## config.mk

```make
export PLATFORM = sky130hd
export DESIGN_NAME = tlp_router
export DESIGN_NICKNAME = d
export VERILOG_FILES = /design/src/hdl/tlp_route_pkg.sv /design/src/hdl/q_mem_if.sv /design/src/hdl/tlp_queue_mem.sv /design/src/hdl/tlp_router.sv
export SDC_FILE = /design/constraint.sdc
export NUM_CORES = 2
export LEC_CHECK = 0
export BUFFER_PORTS_ARGS = -buffer_cell sky130_fd_sc_hd__buf_2
export CAP_MARGIN = 20
export CORE_UTILIZATION = 30
export CTS_CLUSTER_SIZE = 10
export DETAILED_ROUTE_END_ITERATION = 7
export HOLD_SLACK_MARGIN = 0.02
export PLACE_DENSITY = 0.54
export SYNTH_ARGS = -nofsm -noshare
export SYNTH_HDL_FRONTEND = slang
export SYNTH_SLANG_ARGS = --single-unit
```

## constraint.sdc

```tcl
create_clock -name clk_sys -period 10.2 [get_ports clk_sys]
set_clock_uncertainty 0.15 [all_clocks]
set_input_delay 1.53 -clock clk_sys [delete_from_list [all_inputs] [get_ports clk_sys]]
set_output_delay 1.53 -clock clk_sys [all_outputs]
set_load 0.01 [all_outputs]
```

## src/hdl/tlp_route_pkg.sv

```systemverilog
package tlp_route_pkg;

  // Packet kinds seen on either stream
  typedef enum logic [3:0] {
    K_MRD, K_MWR, K_IORD, K_IOWR, config_read_type0, config_write_type0,
    K_CFGRD1, K_CFGWR1, K_CPL, K_CPLD, K_MSG_PM, K_MSG_SLOT,
    K_MSG_VENDOR, K_MSG_INT, K_MSG_ERR, K_OTHER
  } kind_t;

  // One packet descriptor, header summary plus one data word
  typedef struct packed {
    kind_t kind;
    logic fmt64;         // Header uses the 64-bit address format
    logic addr_hi_zero;  // Address lies below 4 GB
    logic bar_hit;       // Address matches a defined BAR
    logic relaxed;       // Relaxed ordering attribute
    logic [7:0] bus;     // Target bus number
    logic [15:0] req_id; // Requester or completer identity
    logic [31:0] data;
  } tlp_t;

  localparam int TLP_W = $bits(tlp_t);
  localparam int RXQ_DEPTH = 16;

  // Completion status words
  localparam logic [31:0] CPL_OK = 32'h0000_0000;
  localparam logic [31:0] CPL_UR = 32'h0000_0001;

  // Register offsets
  localparam logic [3:0] REG_CTRL = 4'h0;
  localparam logic [3:0] REG_SUBBUS = 4'h4;
  localparam logic [3:0] REG_STATUS = 4'h8;
  localparam logic [3:0] REG_MASK = 4'hC;

  // Control and status bit positions
  localparam int CTRL_ROOT = 0;
  localparam int CTRL_AER = 1;
  localparam int EV_UR = 0;
  localparam int EV_MAL = 1;
  localparam int EV_MSG = 2;
  localparam int EV_W = 3;
  localparam int BUS_W = 8;

endpackage

```

## src/hdl/q_mem_if.sv

```systemverilog
`timescale 1ns/1ps
`default_nettype none
// Write and read port of one queue memory
interface q_mem_if #(parameter int W = 64, parameter int AW = 4);
  logic we;
  logic [AW-1:0] wa;
  logic [W-1:0] wd;
  logic [AW-1:0] ra;
  logic [W-1:0] rd;
  modport mem (input we, input wa, input wd, input ra, output rd);
  modport user (output we, output wa, output wd, output ra, input rd);
endinterface
`default_nettype wire

```

## src/hdl/tlp_queue_mem.sv

```systemverilog
`timescale 1ns/1ps
`default_nettype none
// Queue storage; read data registered, so one cycle of latency
module tlp_queue_mem #(
  parameter int W = 64,
  parameter int DEPTH = 16
) (
  // Clock
  input wire logic clk_sys,
  // Port
  q_mem_if.mem port
);

  // Storage array, no reset needed
  logic [W-1:0] mem [DEPTH];

  // Write when enabled, registered read every cycle
  always_ff @(posedge clk_sys)
  begin
    if (port.we)
    begin
      mem[port.wa] <= port.wd;
    end
    port.rd <= mem[port.ra];
  end

endmodule
`default_nettype wire

```

## src/hdl/tlp_router.sv

```systemverilog
`timescale 1ns/1ps
`default_nettype none
// Routing and receive reordering for the transaction layer
module tlp_router #(
  parameter int DEPTH = tlp_route_pkg::RXQ_DEPTH
) (
  // Clock and reset
  input wire logic clk_sys,
  input wire logic sys_rst,
  // Register port
  input wire logic [3:0] reg_addr,
  input wire logic [31:0] reg_wdata,
  input wire logic reg_wr,
  input wire logic reg_rd,
  output logic [31:0] reg_rdata,
  output logic irq,
  // Received packets from the link
  input wire logic rx_valid,
  input wire tlp_route_pkg::tlp_t rx_tlp,
  output logic rx_ready,
  // Receive stream to the application
  output logic app_rx_valid,
  output tlp_route_pkg::tlp_t app_rx_tlp,
  input wire logic app_rx_ready,
  input wire logic rx_mask,
  // Transmit stream from the application
  input wire logic app_tx_valid,
  input wire tlp_route_pkg::tlp_t app_tx_tlp,
  output logic app_tx_ready,
  // Transmit stream to the link
  output logic link_tx_valid,
  output tlp_route_pkg::tlp_t link_tx_tlp,
  input wire logic link_tx_ready,
  // Internal configuration space
  output logic cfg_valid,
  output tlp_route_pkg::tlp_t cfg_tlp,
  input wire logic [31:0] cfg_rdata,
  // Dedicated message requests
  input wire logic pm_req,
  input wire logic int_req,
  input wire logic err_req,
  input wire logic msi_req,
  input wire logic [31:0] msi_data
);
  import tlp_route_pkg::*;

  localparam int AW = $clog2(DEPTH);
  localparam logic [AW:0] FULL_CNT = (AW+1)'(DEPTH);
  localparam logic [AW:0] PTR_ONE = (AW+1)'(1);

  // Read sequencer states
  typedef enum logic {RD_IDLE, RD_FETCH} rd_t;

  // Whole state of the block except the two queue memories
  typedef struct packed {
    logic [AW:0] pc_wp;    // Posted and completion queue pointers
    logic [AW:0] pc_rp;
    logic [AW:0] np_wp;    // Non-posted queue pointers
    logic [AW:0] np_rp;
    rd_t rd;
    logic rd_np;           // Fetch in flight is from the np queue
    logic out_v;
    tlp_t out;
    logic lk_v;
    tlp_t lk;
    logic cf_v;
    tlp_t cf;
    logic cpl_p;           // Internal completion waiting
    tlp_t cpl;
    logic err_p;
    logic pm_p;
    logic int_p;
    logic msi_p;
    logic [31:0] msi_d;
    logic [EV_W-1:0] sts;
    logic [EV_W-1:0] msk;
    logic root;
    logic aer;
    logic [BUS_W-1:0] sub;
    logic [31:0] rdat;
  } st_t;

  st_t s_q, s_d;

  // Queue memory ports
  q_mem_if #(.W(TLP_W), .AW(AW)) pc_if();
  q_mem_if #(.W(TLP_W), .AW(AW)) np_if();

  // Receive route decisions
  logic go_pc, go_np, go_cfg, go_cons, go_ur, go_mal, need_cpl;
  logic pc_empty, np_empty, pc_full, np_full;
  logic any_int, lk_free;
  logic [EV_W-1:0] ev;
  tlp_t tx_conv;

  tlp_queue_mem #(.W(TLP_W), .DEPTH(DEPTH)) u_pc_mem (
    .clk_sys(clk_sys),
    .port(pc_if)
  );

  tlp_queue_mem #(.W(TLP_W), .DEPTH(DEPTH)) u_np_mem (
    .clk_sys(clk_sys),
    .port(np_if)
  );

  // Queue levels
  assign pc_empty = s_q.pc_wp == s_q.pc_rp;
  assign np_empty = s_q.np_wp == s_q.np_rp;
  assign pc_full = (s_q.pc_wp - s_q.pc_rp) == FULL_CNT;
  assign np_full = (s_q.np_wp - s_q.np_rp) == FULL_CNT;

  // Stall the link while a queue is full or a completion or error message is pending
  assign rx_ready = !pc_full && !np_full && !s_q.cpl_p && !s_q.err_p;

  // Classify a received packet
  always_comb
  begin
    go_pc = 1'b0;
    go_np = 1'b0;
    go_cfg = 1'b0;
    go_cons = 1'b0;
    go_ur = 1'b0;
    go_mal = 1'b0;
    need_cpl = rx_tlp.kind inside {K_MRD, K_IORD, K_IOWR,
      config_read_type0, config_write_type0, K_CFGRD1, K_CFGWR1};
    if (rx_tlp.kind inside {K_MRD, K_MWR} && rx_tlp.fmt64
        && rx_tlp.addr_hi_zero)
    begin
      go_mal = 1'b1;
    end
    else if (rx_tlp.kind inside {K_MRD, K_IORD, K_IOWR}
             && rx_tlp.bar_hit)
    begin
      go_np = 1'b1;
    end
    else if ((rx_tlp.kind == K_MWR && rx_tlp.bar_hit)
             || rx_tlp.kind == K_MSG_VENDOR)
    begin
      go_pc = 1'b1;
    end
    else if (rx_tlp.kind inside {K_CPL, K_CPLD})
    begin
      go_pc = 1'b1;
    end
    else if (rx_tlp.kind inside {config_read_type0, config_write_type0}
             && !s_q.root)
    begin
      go_cfg = 1'b1;
    end
    else if (rx_tlp.kind inside {K_MSG_PM, K_MSG_SLOT})
    begin
      go_cons = 1'b1;
    end
    else
    begin
      go_ur = 1'b1;
    end
  end

  // Queue writes, one shared data word for both memories
  assign pc_if.we = rx_valid && rx_ready && go_pc;
  assign np_if.we = rx_valid && rx_ready && go_np;
  assign pc_if.wa = s_q.pc_wp[AW-1:0];
  assign np_if.wa = s_q.np_wp[AW-1:0];
  assign pc_if.wd = rx_tlp;
  assign np_if.wd = rx_tlp;
  // Reads always point at the queue heads
  assign pc_if.ra = s_q.pc_rp[AW-1:0];
  assign np_if.ra = s_q.np_rp[AW-1:0];

  // Events from this cycle's received packet
  assign ev[EV_UR] = rx_valid && rx_ready && go_ur;
  assign ev[EV_MAL] = rx_valid && rx_ready && go_mal;
  assign ev[EV_MSG] = rx_valid && rx_ready && go_cons;

  // Link slot free, internal traffic waiting
  assign lk_free = !s_q.lk_v || link_tx_ready;
  assign any_int = s_q.cpl_p || s_q.err_p || s_q.pm_p || s_q.int_p
    || s_q.msi_p;
  assign app_tx_ready = lk_free && !any_int;

  // Root port rewrite of type 1 on the last bus
  always_comb
  begin
    tx_conv = app_tx_tlp;
    if (s_q.root && app_tx_tlp.bus == s_q.sub)
    begin
      if (app_tx_tlp.kind == K_CFGRD1)
      begin
        tx_conv.kind = config_read_type0;
      end
      else if (app_tx_tlp.kind == K_CFGWR1)
      begin
        tx_conv.kind = config_write_type0;
      end
    end
  end

  // Next state
  always_comb
  begin
    s_d = s_q;
    s_d.cf_v = 1'b0;
    s_d.rdat = '0;
    // Register writes
    if (reg_wr)
    begin
      unique case (reg_addr)
        REG_CTRL:
        begin
          s_d.root = reg_wdata[CTRL_ROOT];
          s_d.aer = reg_wdata[CTRL_AER];
        end
        REG_SUBBUS: s_d.sub = reg_wdata[BUS_W-1:0];
        REG_MASK: s_d.msk = reg_wdata[EV_W-1:0];
        default: ;
      endcase
    end
    // Register reads; status clears when read
    if (reg_rd)
    begin
      unique case (reg_addr)
        REG_CTRL:
        begin
          s_d.rdat[CTRL_ROOT] = s_q.root;
          s_d.rdat[CTRL_AER] = s_q.aer;
        end
        REG_SUBBUS: s_d.rdat[BUS_W-1:0] = s_q.sub;
        REG_STATUS:
        begin
          s_d.rdat[EV_W-1:0] = s_q.sts;
          s_d.sts = '0;
        end
        REG_MASK: s_d.rdat[EV_W-1:0] = s_q.msk;
        default: ;
      endcase
    end
    // Set after clear, so an event in the read cycle survives
    s_d.sts = s_d.sts | ev;
    // Application took the presented packet
    if (s_q.out_v && app_rx_ready)
    begin
      s_d.out_v = 1'b0;
    end
    // Head fetch; posted and completions first, FIFO keeps order
    unique case (s_q.rd)
      RD_IDLE:
      begin
        if (!s_q.out_v && !pc_empty)
        begin
          s_d.pc_rp = s_q.pc_rp + PTR_ONE;
          s_d.rd_np = 1'b0;
          s_d.rd = RD_FETCH;
        end
        else if (!s_q.out_v && !np_empty && !rx_mask)
        begin
          s_d.np_rp = s_q.np_rp + PTR_ONE;
          s_d.rd_np = 1'b1;
          s_d.rd = RD_FETCH;
        end
      end
      RD_FETCH:
      begin
        s_d.out = s_q.rd_np ? tlp_t'(np_if.rd) : tlp_t'(pc_if.rd);
        s_d.out_v = 1'b1;
        s_d.rd = RD_IDLE;
      end
    endcase
    // Receive side effects
    if (pc_if.we)
    begin
      s_d.pc_wp = s_q.pc_wp + PTR_ONE;
    end
    if (np_if.we)
    begin
      s_d.np_wp = s_q.np_wp + PTR_ONE;
    end
    if (rx_valid && rx_ready)
    begin
      // Config skips the np queue, so it overtakes memory and IO
      if (go_cfg)
      begin
        s_d.cf_v = 1'b1;
        s_d.cf = rx_tlp;
        s_d.cpl_p = 1'b1;
        s_d.cpl = '0;
        s_d.cpl.kind = rx_tlp.kind == config_read_type0 ? K_CPLD : K_CPL;
        s_d.cpl.req_id = rx_tlp.req_id;
        s_d.cpl.data = CPL_OK;
      end
      // Unsupported: header and data dropped, reply if owed
      if (go_ur && need_cpl)
      begin
        s_d.cpl_p = 1'b1;
        s_d.cpl = '0;
        s_d.cpl.kind = K_CPL;
        s_d.cpl.req_id = rx_tlp.req_id;
        s_d.cpl.data = CPL_UR;
      end
      if (go_mal && s_q.aer)
      begin
        s_d.err_p = 1'b1;
      end
    end
    // Link transmit; internal replies ahead of the application
    if (s_q.lk_v && link_tx_ready)
    begin
      s_d.lk_v = 1'b0;
    end
    if (lk_free)
    begin
      s_d.lk = '0;
      if (s_q.cpl_p)
      begin
        s_d.lk_v = 1'b1;
        s_d.lk = s_q.cpl;
        if (s_q.cpl.kind == K_CPLD)
        begin
          s_d.lk.data = cfg_rdata;
        end
        s_d.cpl_p = 1'b0;
      end
      else if (s_q.err_p)
      begin
        s_d.lk_v = 1'b1;
        s_d.lk.kind = K_MSG_ERR;
        s_d.err_p = 1'b0;
      end
      else if (s_q.pm_p)
      begin
        s_d.lk_v = 1'b1;
        s_d.lk.kind = K_MSG_PM;
        s_d.pm_p = 1'b0;
      end
      else if (s_q.int_p)
      begin
        s_d.lk_v = 1'b1;
        s_d.lk.kind = K_MSG_INT;
        s_d.int_p = 1'b0;
      end
      else if (s_q.msi_p)
      begin
        // Same kind as any memory write, but sent ahead of any waiting application packet
        s_d.lk_v = 1'b1;
        s_d.lk.kind = K_MWR;
        s_d.lk.data = s_q.msi_d;
        s_d.msi_p = 1'b0;
      end
      else if (app_tx_valid)
      begin
        if (s_q.root && app_tx_tlp.kind inside {config_read_type0,
            config_write_type0})
        begin
          s_d.cf_v = 1'b1;
          s_d.cf = app_tx_tlp;
        end
        else
        begin
          s_d.lk_v = 1'b1;
          s_d.lk = tx_conv;
        end
      end
    end
    // Dedicated requests latch after the clears, so set wins
    if (pm_req)
    begin
      s_d.pm_p = 1'b1;
    end
    if (int_req)
    begin
      s_d.int_p = 1'b1;
    end
    if (err_req)
    begin
      s_d.err_p = 1'b1;
    end
    if (msi_req)
    begin
      s_d.msi_p = 1'b1;
      s_d.msi_d = msi_data;
    end
  end

  // State register
  always_ff @(posedge clk_sys)
  begin
    if (sys_rst)
    begin
      s_q <= '0;
    end
    else
    begin
      s_q <= s_d;
    end
  end

  // Outputs
  assign reg_rdata = s_q.rdat;
  assign irq = |(s_q.sts & s_q.msk);
  assign app_rx_valid = s_q.out_v;
  assign app_rx_tlp = s_q.out;
  assign link_tx_valid = s_q.lk_v;
  assign link_tx_tlp = s_q.lk;
  assign cfg_valid = s_q.cf_v;
  assign cfg_tlp = s_q.cf;

endmodule
`default_nettype wire

```

-- Word-level counts from Yosys, hierarchy flattened
Memory sizes are Yosys's and may differ from the RTL's. A register that Yosys moved wholly into a read port is not among the register bits.
Index checks and enable logic that the tools add are counted.
- bitwise operators: 6
- $add $sub $neg: 6
- mux-type cells: 75
- equal/unequal tests: 34
- reductions and logical operators: 69
- operator list (operator ; number):
    $mux 65 ; 7
    $mux 125 ; 3
    $mux 131 ; 2
    $mux 130 ; 2
    $mux 32 ; 2
    $mux 64 ; 1
    $mux 1 ; 38
    $eq 4x3->1 const B ; 9
    $mux 33 ; 1
    $eq 4x4->1 const B ; 8
    $mux 28 ; 1
    $logic_and 1x1->1 ; 24
    $reduce_bool 2->1 ; 11
    $add 5x1->5 const B ; 4
    $mux 4 ; 5
    $mux 5 ; 4
    $ne 2x2->1 const B ; 9
    $reduce_and 2->1 ; 6
    $logic_not 1->1 ; 11
    $eq 5x5->1 ; 2
    $eq 5x5->1 const B ; 2
    $sub 5x5->5 ; 2
    $mux 3 ; 3
    $eq 4x2->1 const B ; 2
    19 further kinds ; 31
- bits in writable memories: 2048
- memories kept: 2
- output and inout bits: 230
- register bits after elaboration: 366
- input port bits: 241
- word-level logic and storage cells: 247
- memory list (name ; words ; width ; read ports ; clocked after memory_dff ; write ports ; RTL line ; source):
    u_np_mem.mem ; 16 ; 64 ; 1 ; 1 ; 1 ; tlp_queue_mem.sv:15 ; logic [W-1:0] mem [DEPTH];
    u_pc_mem.mem ; 16 ; 64 ; 1 ; 1 ; 1 ; tlp_queue_mem.sv:15 ;

-- Depth between registers and ports, before layout
- depth in word-level cells: 19
- gate-level depth with buffers: 14
- mapped depth without buffers: 8

-- Cells and area by module
Synthesis repeated with hierarchy kept, for this count alone.
- cells, all modules: 4876
- area total of the unflattened synthesis: 93497.2 sq um
- by module, submodules not included (module ; instances ; cells an instance ; area each (sq um) ; seq. area each (sq um)):
    tlp_queue_mem ; 2 ; 1647 ; 39581.7 ; 32030.7
    tlp_router ; 1 ; 1582 ; 14333.7 ; 5945.7

-- Worst setup path after synthesis
OpenSTA, ideal clock, no wires.
- path type: register -> register
- start point: register s_q, in the netlist pc_if.ra[3]
- end point: memory u_np_mem.mem[11][0] (enable)
- data required time: 9.621 ns
- buffers on the path: 4
- cell stages (with the launch flop): 13
- path slack: 4.884 ns
- library setup time: 0.429 ns
- period minus slack after synthesis: 5.316 ns
- data arrival time: 4.737 ns
- cells stage by stage: dfxtp_1 inv_1 clkbuf_1 buf_1 ha_1 and2_1 a22oi_2 o22ai_1 buf_6 or4_4 nor2_2 clkbuf_1 and3_1
- word-level cells in the longest chain between the ends: 10
- ends and longest elaborated chain (item ; RTL line ; source):
    start, declared ; tlp_router.sv:83 ; st_t s_q, s_d;
    start signal, assigned ; tlp_router.sv:389 ; s_q <= '0;
    start signal, assigned ; tlp_router.sv:393 ; s_q <= s_d;
    $sub 5x5->5 ; tlp_router.sv:109 ; assign pc_full = (s_q.pc_wp - s_q.pc_rp) == FULL_CNT;
    $eq 5x5->1 ; tlp_router.sv:109 ;
    $logic_not 1->1 ; tlp_router.sv:113 ; assign rx_ready = !pc_full && !np_full && !s_q.cpl_p && !s_q.err_p;
    $logic_and 1x1->1 (3 in series) ; tlp_router.sv:113 ;
    $logic_and 1x1->1 (2 in series) ; tlp_router.sv:162 ; assign np_if.we = rx_valid && rx_ready && go_np;
    $mux 1 ; tlp_queue_mem.sv:20 ; if (port.we)
    $mux 1 (not written as such) ; tlp_queue_mem.sv:22 ; mem[port.wa] <= port.wd;
    end, declared ; tlp_queue_mem.sv:15 ;
No other way between the ends.

-- Worst setup path after layout
- start point: register s_q, in the netlist np_if.ra[1]
- end point: output port rx_ready
- word-level cells in the longest chain between the ends: 6
- ends and longest elaborated chain (item ; RTL line ; source):
    $sub 5x5->5 ; tlp_router.sv:110 ; assign np_full = (s_q.np_wp - s_q.np_rp) == FULL_CNT;
    $eq 5x5->1 ; tlp_router.sv:110 ;
    $logic_not 1->1 ; tlp_router.sv:113 ;
    $logic_and 1x1->1 (3 in series) ; tlp_router.sv:113 ;
    end, declared ; tlp_router.sv:20 ; output logic rx_ready,
No other way between the ends.

==> results_dict.tcl <==
set metrics [dict create \
    antenna_left 0 \
    die_h_um 562 \
    finalNetCount 5268 \
    avgRoutedWirePerCell_um 27.3 \
    layout.cells.non_filler 9386 \
    wl_um 257000 \
    arrival_ns 4.30 \
    syn2layout_area_growth_pct 15.1 \
    fp.coreArea_um2 312000 \
    cts_tree "done" \
    timing.fmax_mhz 167 \
    worst-r2r-cell-count 10 \
    syn_area_per_cell_um2 20.0 \
    drt_iter0_drc 4384 \
    gr-total-overflow 0 \
    fp.dieW_um 562 \
    critPathKind "reg2out" \
    ys_seq_area_frac 0.745 \
    post-dp-hpwl_um 150000 \
    dp.cells 8850 \
    antenna_found_initial 57 \
    tightest_slew_ns 1.13 \
    setup_viol 0 \
    synth_common_cells "2048 x edfxtp_1, 640 x mux4_2, 425 x dfxtp_1" \
    synth.cell_area_um2 94000 \
    powerDensity_nw_per_um2 211 \
    crit_chain "inv_1 > ha_1 > nor2b_1 > o21a_1 > or3_1 > a2111oi_4 > buf_4 > nor4_1 > buf_2" \
    vias 46800 \
    post-place-ws_ns 4.36 \
    synth.area.top_cells "edfxtp_1 65%, mux4_2 15%, dfxtp_1 9.1%" \
    grt_pass1_wl_um 362000 \
    min_path_cells 2 \
    relSlewSlack 0.247 \
    clkLatencyLatePin_ns 0.87 \
    total_power_mw 22.8 \
    drc 0 \
    critPathMaxStageDelay_ns 0.98 \
    drive_above_1_share 0.294 \
    pin_count 471 \
    grt_pass1_vias 48300 \
    synth-async-reset-ratio 0 \
    fin_setup_tns_ns 0 \
    clock-root-buffer "clkbuf_16" \
    min_period_ns 5.98 \
    path_clk_slew_ns 0.06 \
    drv_slew 0 \
    grt_use_total 0.160 \
    status "finished, final reports clean" \
    cts_setup_buffers 0 \
    dr.pass1.iters 6 \
    yosysWarnings 0 \
    initial_utilization 0.302 \
    numPortBuffers 422 \
    yosysTopAreaCell "edfxtp_1" \
    yosysMostFrequentCell "edfxtp_1" \
    cp.required_ns 8.52 \
    cts.htree.levels 5 \
    synth_top_area_frac 0.654 \
    rsz0062_at_grt "false" \
    viasPerCell 4.99 \
    clkSinkCount 2473 \
    rows 205 \
    finalHoldViolCount 0 \
    postSynthRegisterBits 2473 \
    worst_path_max_delay_cell "dfxtp_4" \
    die_area_um2 316000 \
    cts_resized 0 \
    fin_ws_ns 4.22 \
    synth_ff_type "edfxtp_1" \
    finalCritPeriodShare 0.586 \
    grt_max_degree 109 \
    hold_path.class "reg2reg" \
    cts_hold_buf 0 \
    startpoint_type "register" \
    cp_max_fo 59 \
    clk_path_buf_depth 4 \
    critPathCaptureType "primary output" \
    ir_worst_vdd_uv 129 \
    synth.distinct_cells 60 \
    synthCells 4703 \
    maxCapViolCount 0 \
    place_congestion 0.889 \
    cts_buffers 295 \
    leakage_nw 34.2 \
    synth-edff-count 2048 \
]
per-layer routing:
metal	part of all wire	routed length [µm]	GRT usage	vias to the layer above
met3	0.070	17900	0.0355	421
li1	-	-	-	19600
met4	0.032	8310	0.0556	14
met1	0.42	108000	0.212	25100
met2	0.47	122000	0.259	1694
met5	0.00033	85	0	-
layout by cell type, fill, tap and decap left out, drive strengths merged, types with 24 or more instances in the layout:
| cell type | netlist | final |
|---|---|---|
| nand4 | 67 | 67 |
| nor3 | 56 | 56 |
| clkbuf | 210 | 487 |
| mux4 | 640 | 640 |
| o21ai | 24 | 24 |
| conb | 1 | 24 |
| nand2 | 82 | 82 |
| a21oi | 72 | 72 |
| and3 | 32 | 32 |
| edfxtp | 2048 | 2048 |
| dfxtp | 425 | 425 |
| nand3 | 87 | 87 |
| buf | 302 | 498 |
| nor2 | 205 | 205 |
| o211ai | 62 | 62 |
| a211oi | 69 | 69 |
| inv | 15 | 25 |
| a221o | 31 | 31 |
| mux2i | 111 | 111 |
worst paths after layout:
check                                                   from                       endpoint  slack [ns]
worst max-delay path                np_if.ra[1]$_SDFFE_PP0P_                       rx_ready        4.22
worst min-delay path            link_tx_tlp[61]$_SDFFE_PP0N_   link_tx_tlp[61]$_SDFFE_PP0N_        0.30
worst max register to register      np_if.ra[1]$_SDFFE_PP0P_  u_pc_mem.mem[1][18]$_DFFE_PP_        4.66
worst min register to register  link_tx_tlp[61]$_SDFFE_PP0N_   link_tx_tlp[61]$_SDFFE_PP0N_        0.30
where the power goes:
part	total (mW)	switching, mW	internal (mW)
clock	9.59	4.00	5.59
combinational	1.88	1.02	0.862
sequential	11.3	0.195	11.1
total	22.8	5.21	17.6
kinds of logic (layout without fill, tap and decap cells):
logic type,Yosys count,count (layout),synth area share
and+or+nand+nor,592,592,0.0306
other,1,46,0.0000399
adders and majority gates,18,18,0.00240
buffers and inverters,527,1025,0.0302
muxes,757,757,0.166
AOI/OAI and AO/OA,315,315,0.0240
DFF,2473,2473,0.745
xor gates and xnor gates,20,20,0.00201
critical path, delay by kind of cell, from the launching register on:
kind | cells | cell delay [ns]
flops | 1 | 0.98
compound gates | 2 | 0.53
fa+ha+maj | 1 | 0.34
simple gates | 3 | 0.63
buf+inv | 3 | 0.93
state kept, by name, summed over array words and instances (netlist names):
signal and flops:
u_np_mem.mem 1024, np_if.wa 4, s_q 78, np_if.ra 4, u_pc_mem.mem 1024, u_np_mem.port.rd 64
app_rx_valid 1, reg_rdata 8, cfg_tlp 64, u_pc_mem.port.rd 64, pc_if.ra 4, cfg_valid 1
pc_if.wa 4, app_rx_tlp 64, link_tx_valid 1, link_tx_tlp 64
stage by stage:
step           hold WS (ns)   util  instance area [µm²]
4_1_cts               0.305  0.347               108000
5_1_grt               0.323  0.347               108000
3_5_place_dp          0.296  0.319                99500
6_report              0.303  0.347               108000
3_3_place_gp          0.298  0.319                99400
2_1_floorplan         0.282      -                94100
area by class of cell:
class | count | area [µm²]
Clock buffer | 487 | 8280
Clock inverter | 25 | 342
Timing Repair Buffer | 498 | 2770
Multi-Input combinational cell | 1726 | 21400
Tap cell | 4140 | 5180
Inverter | 15 | 66.3
Fill cell | 29200 | 203000
Sequential cell | 2473 | 70000
Antenna cell | 22 | 55.1
Note: power is estimated with default switching activity, not from simulation.
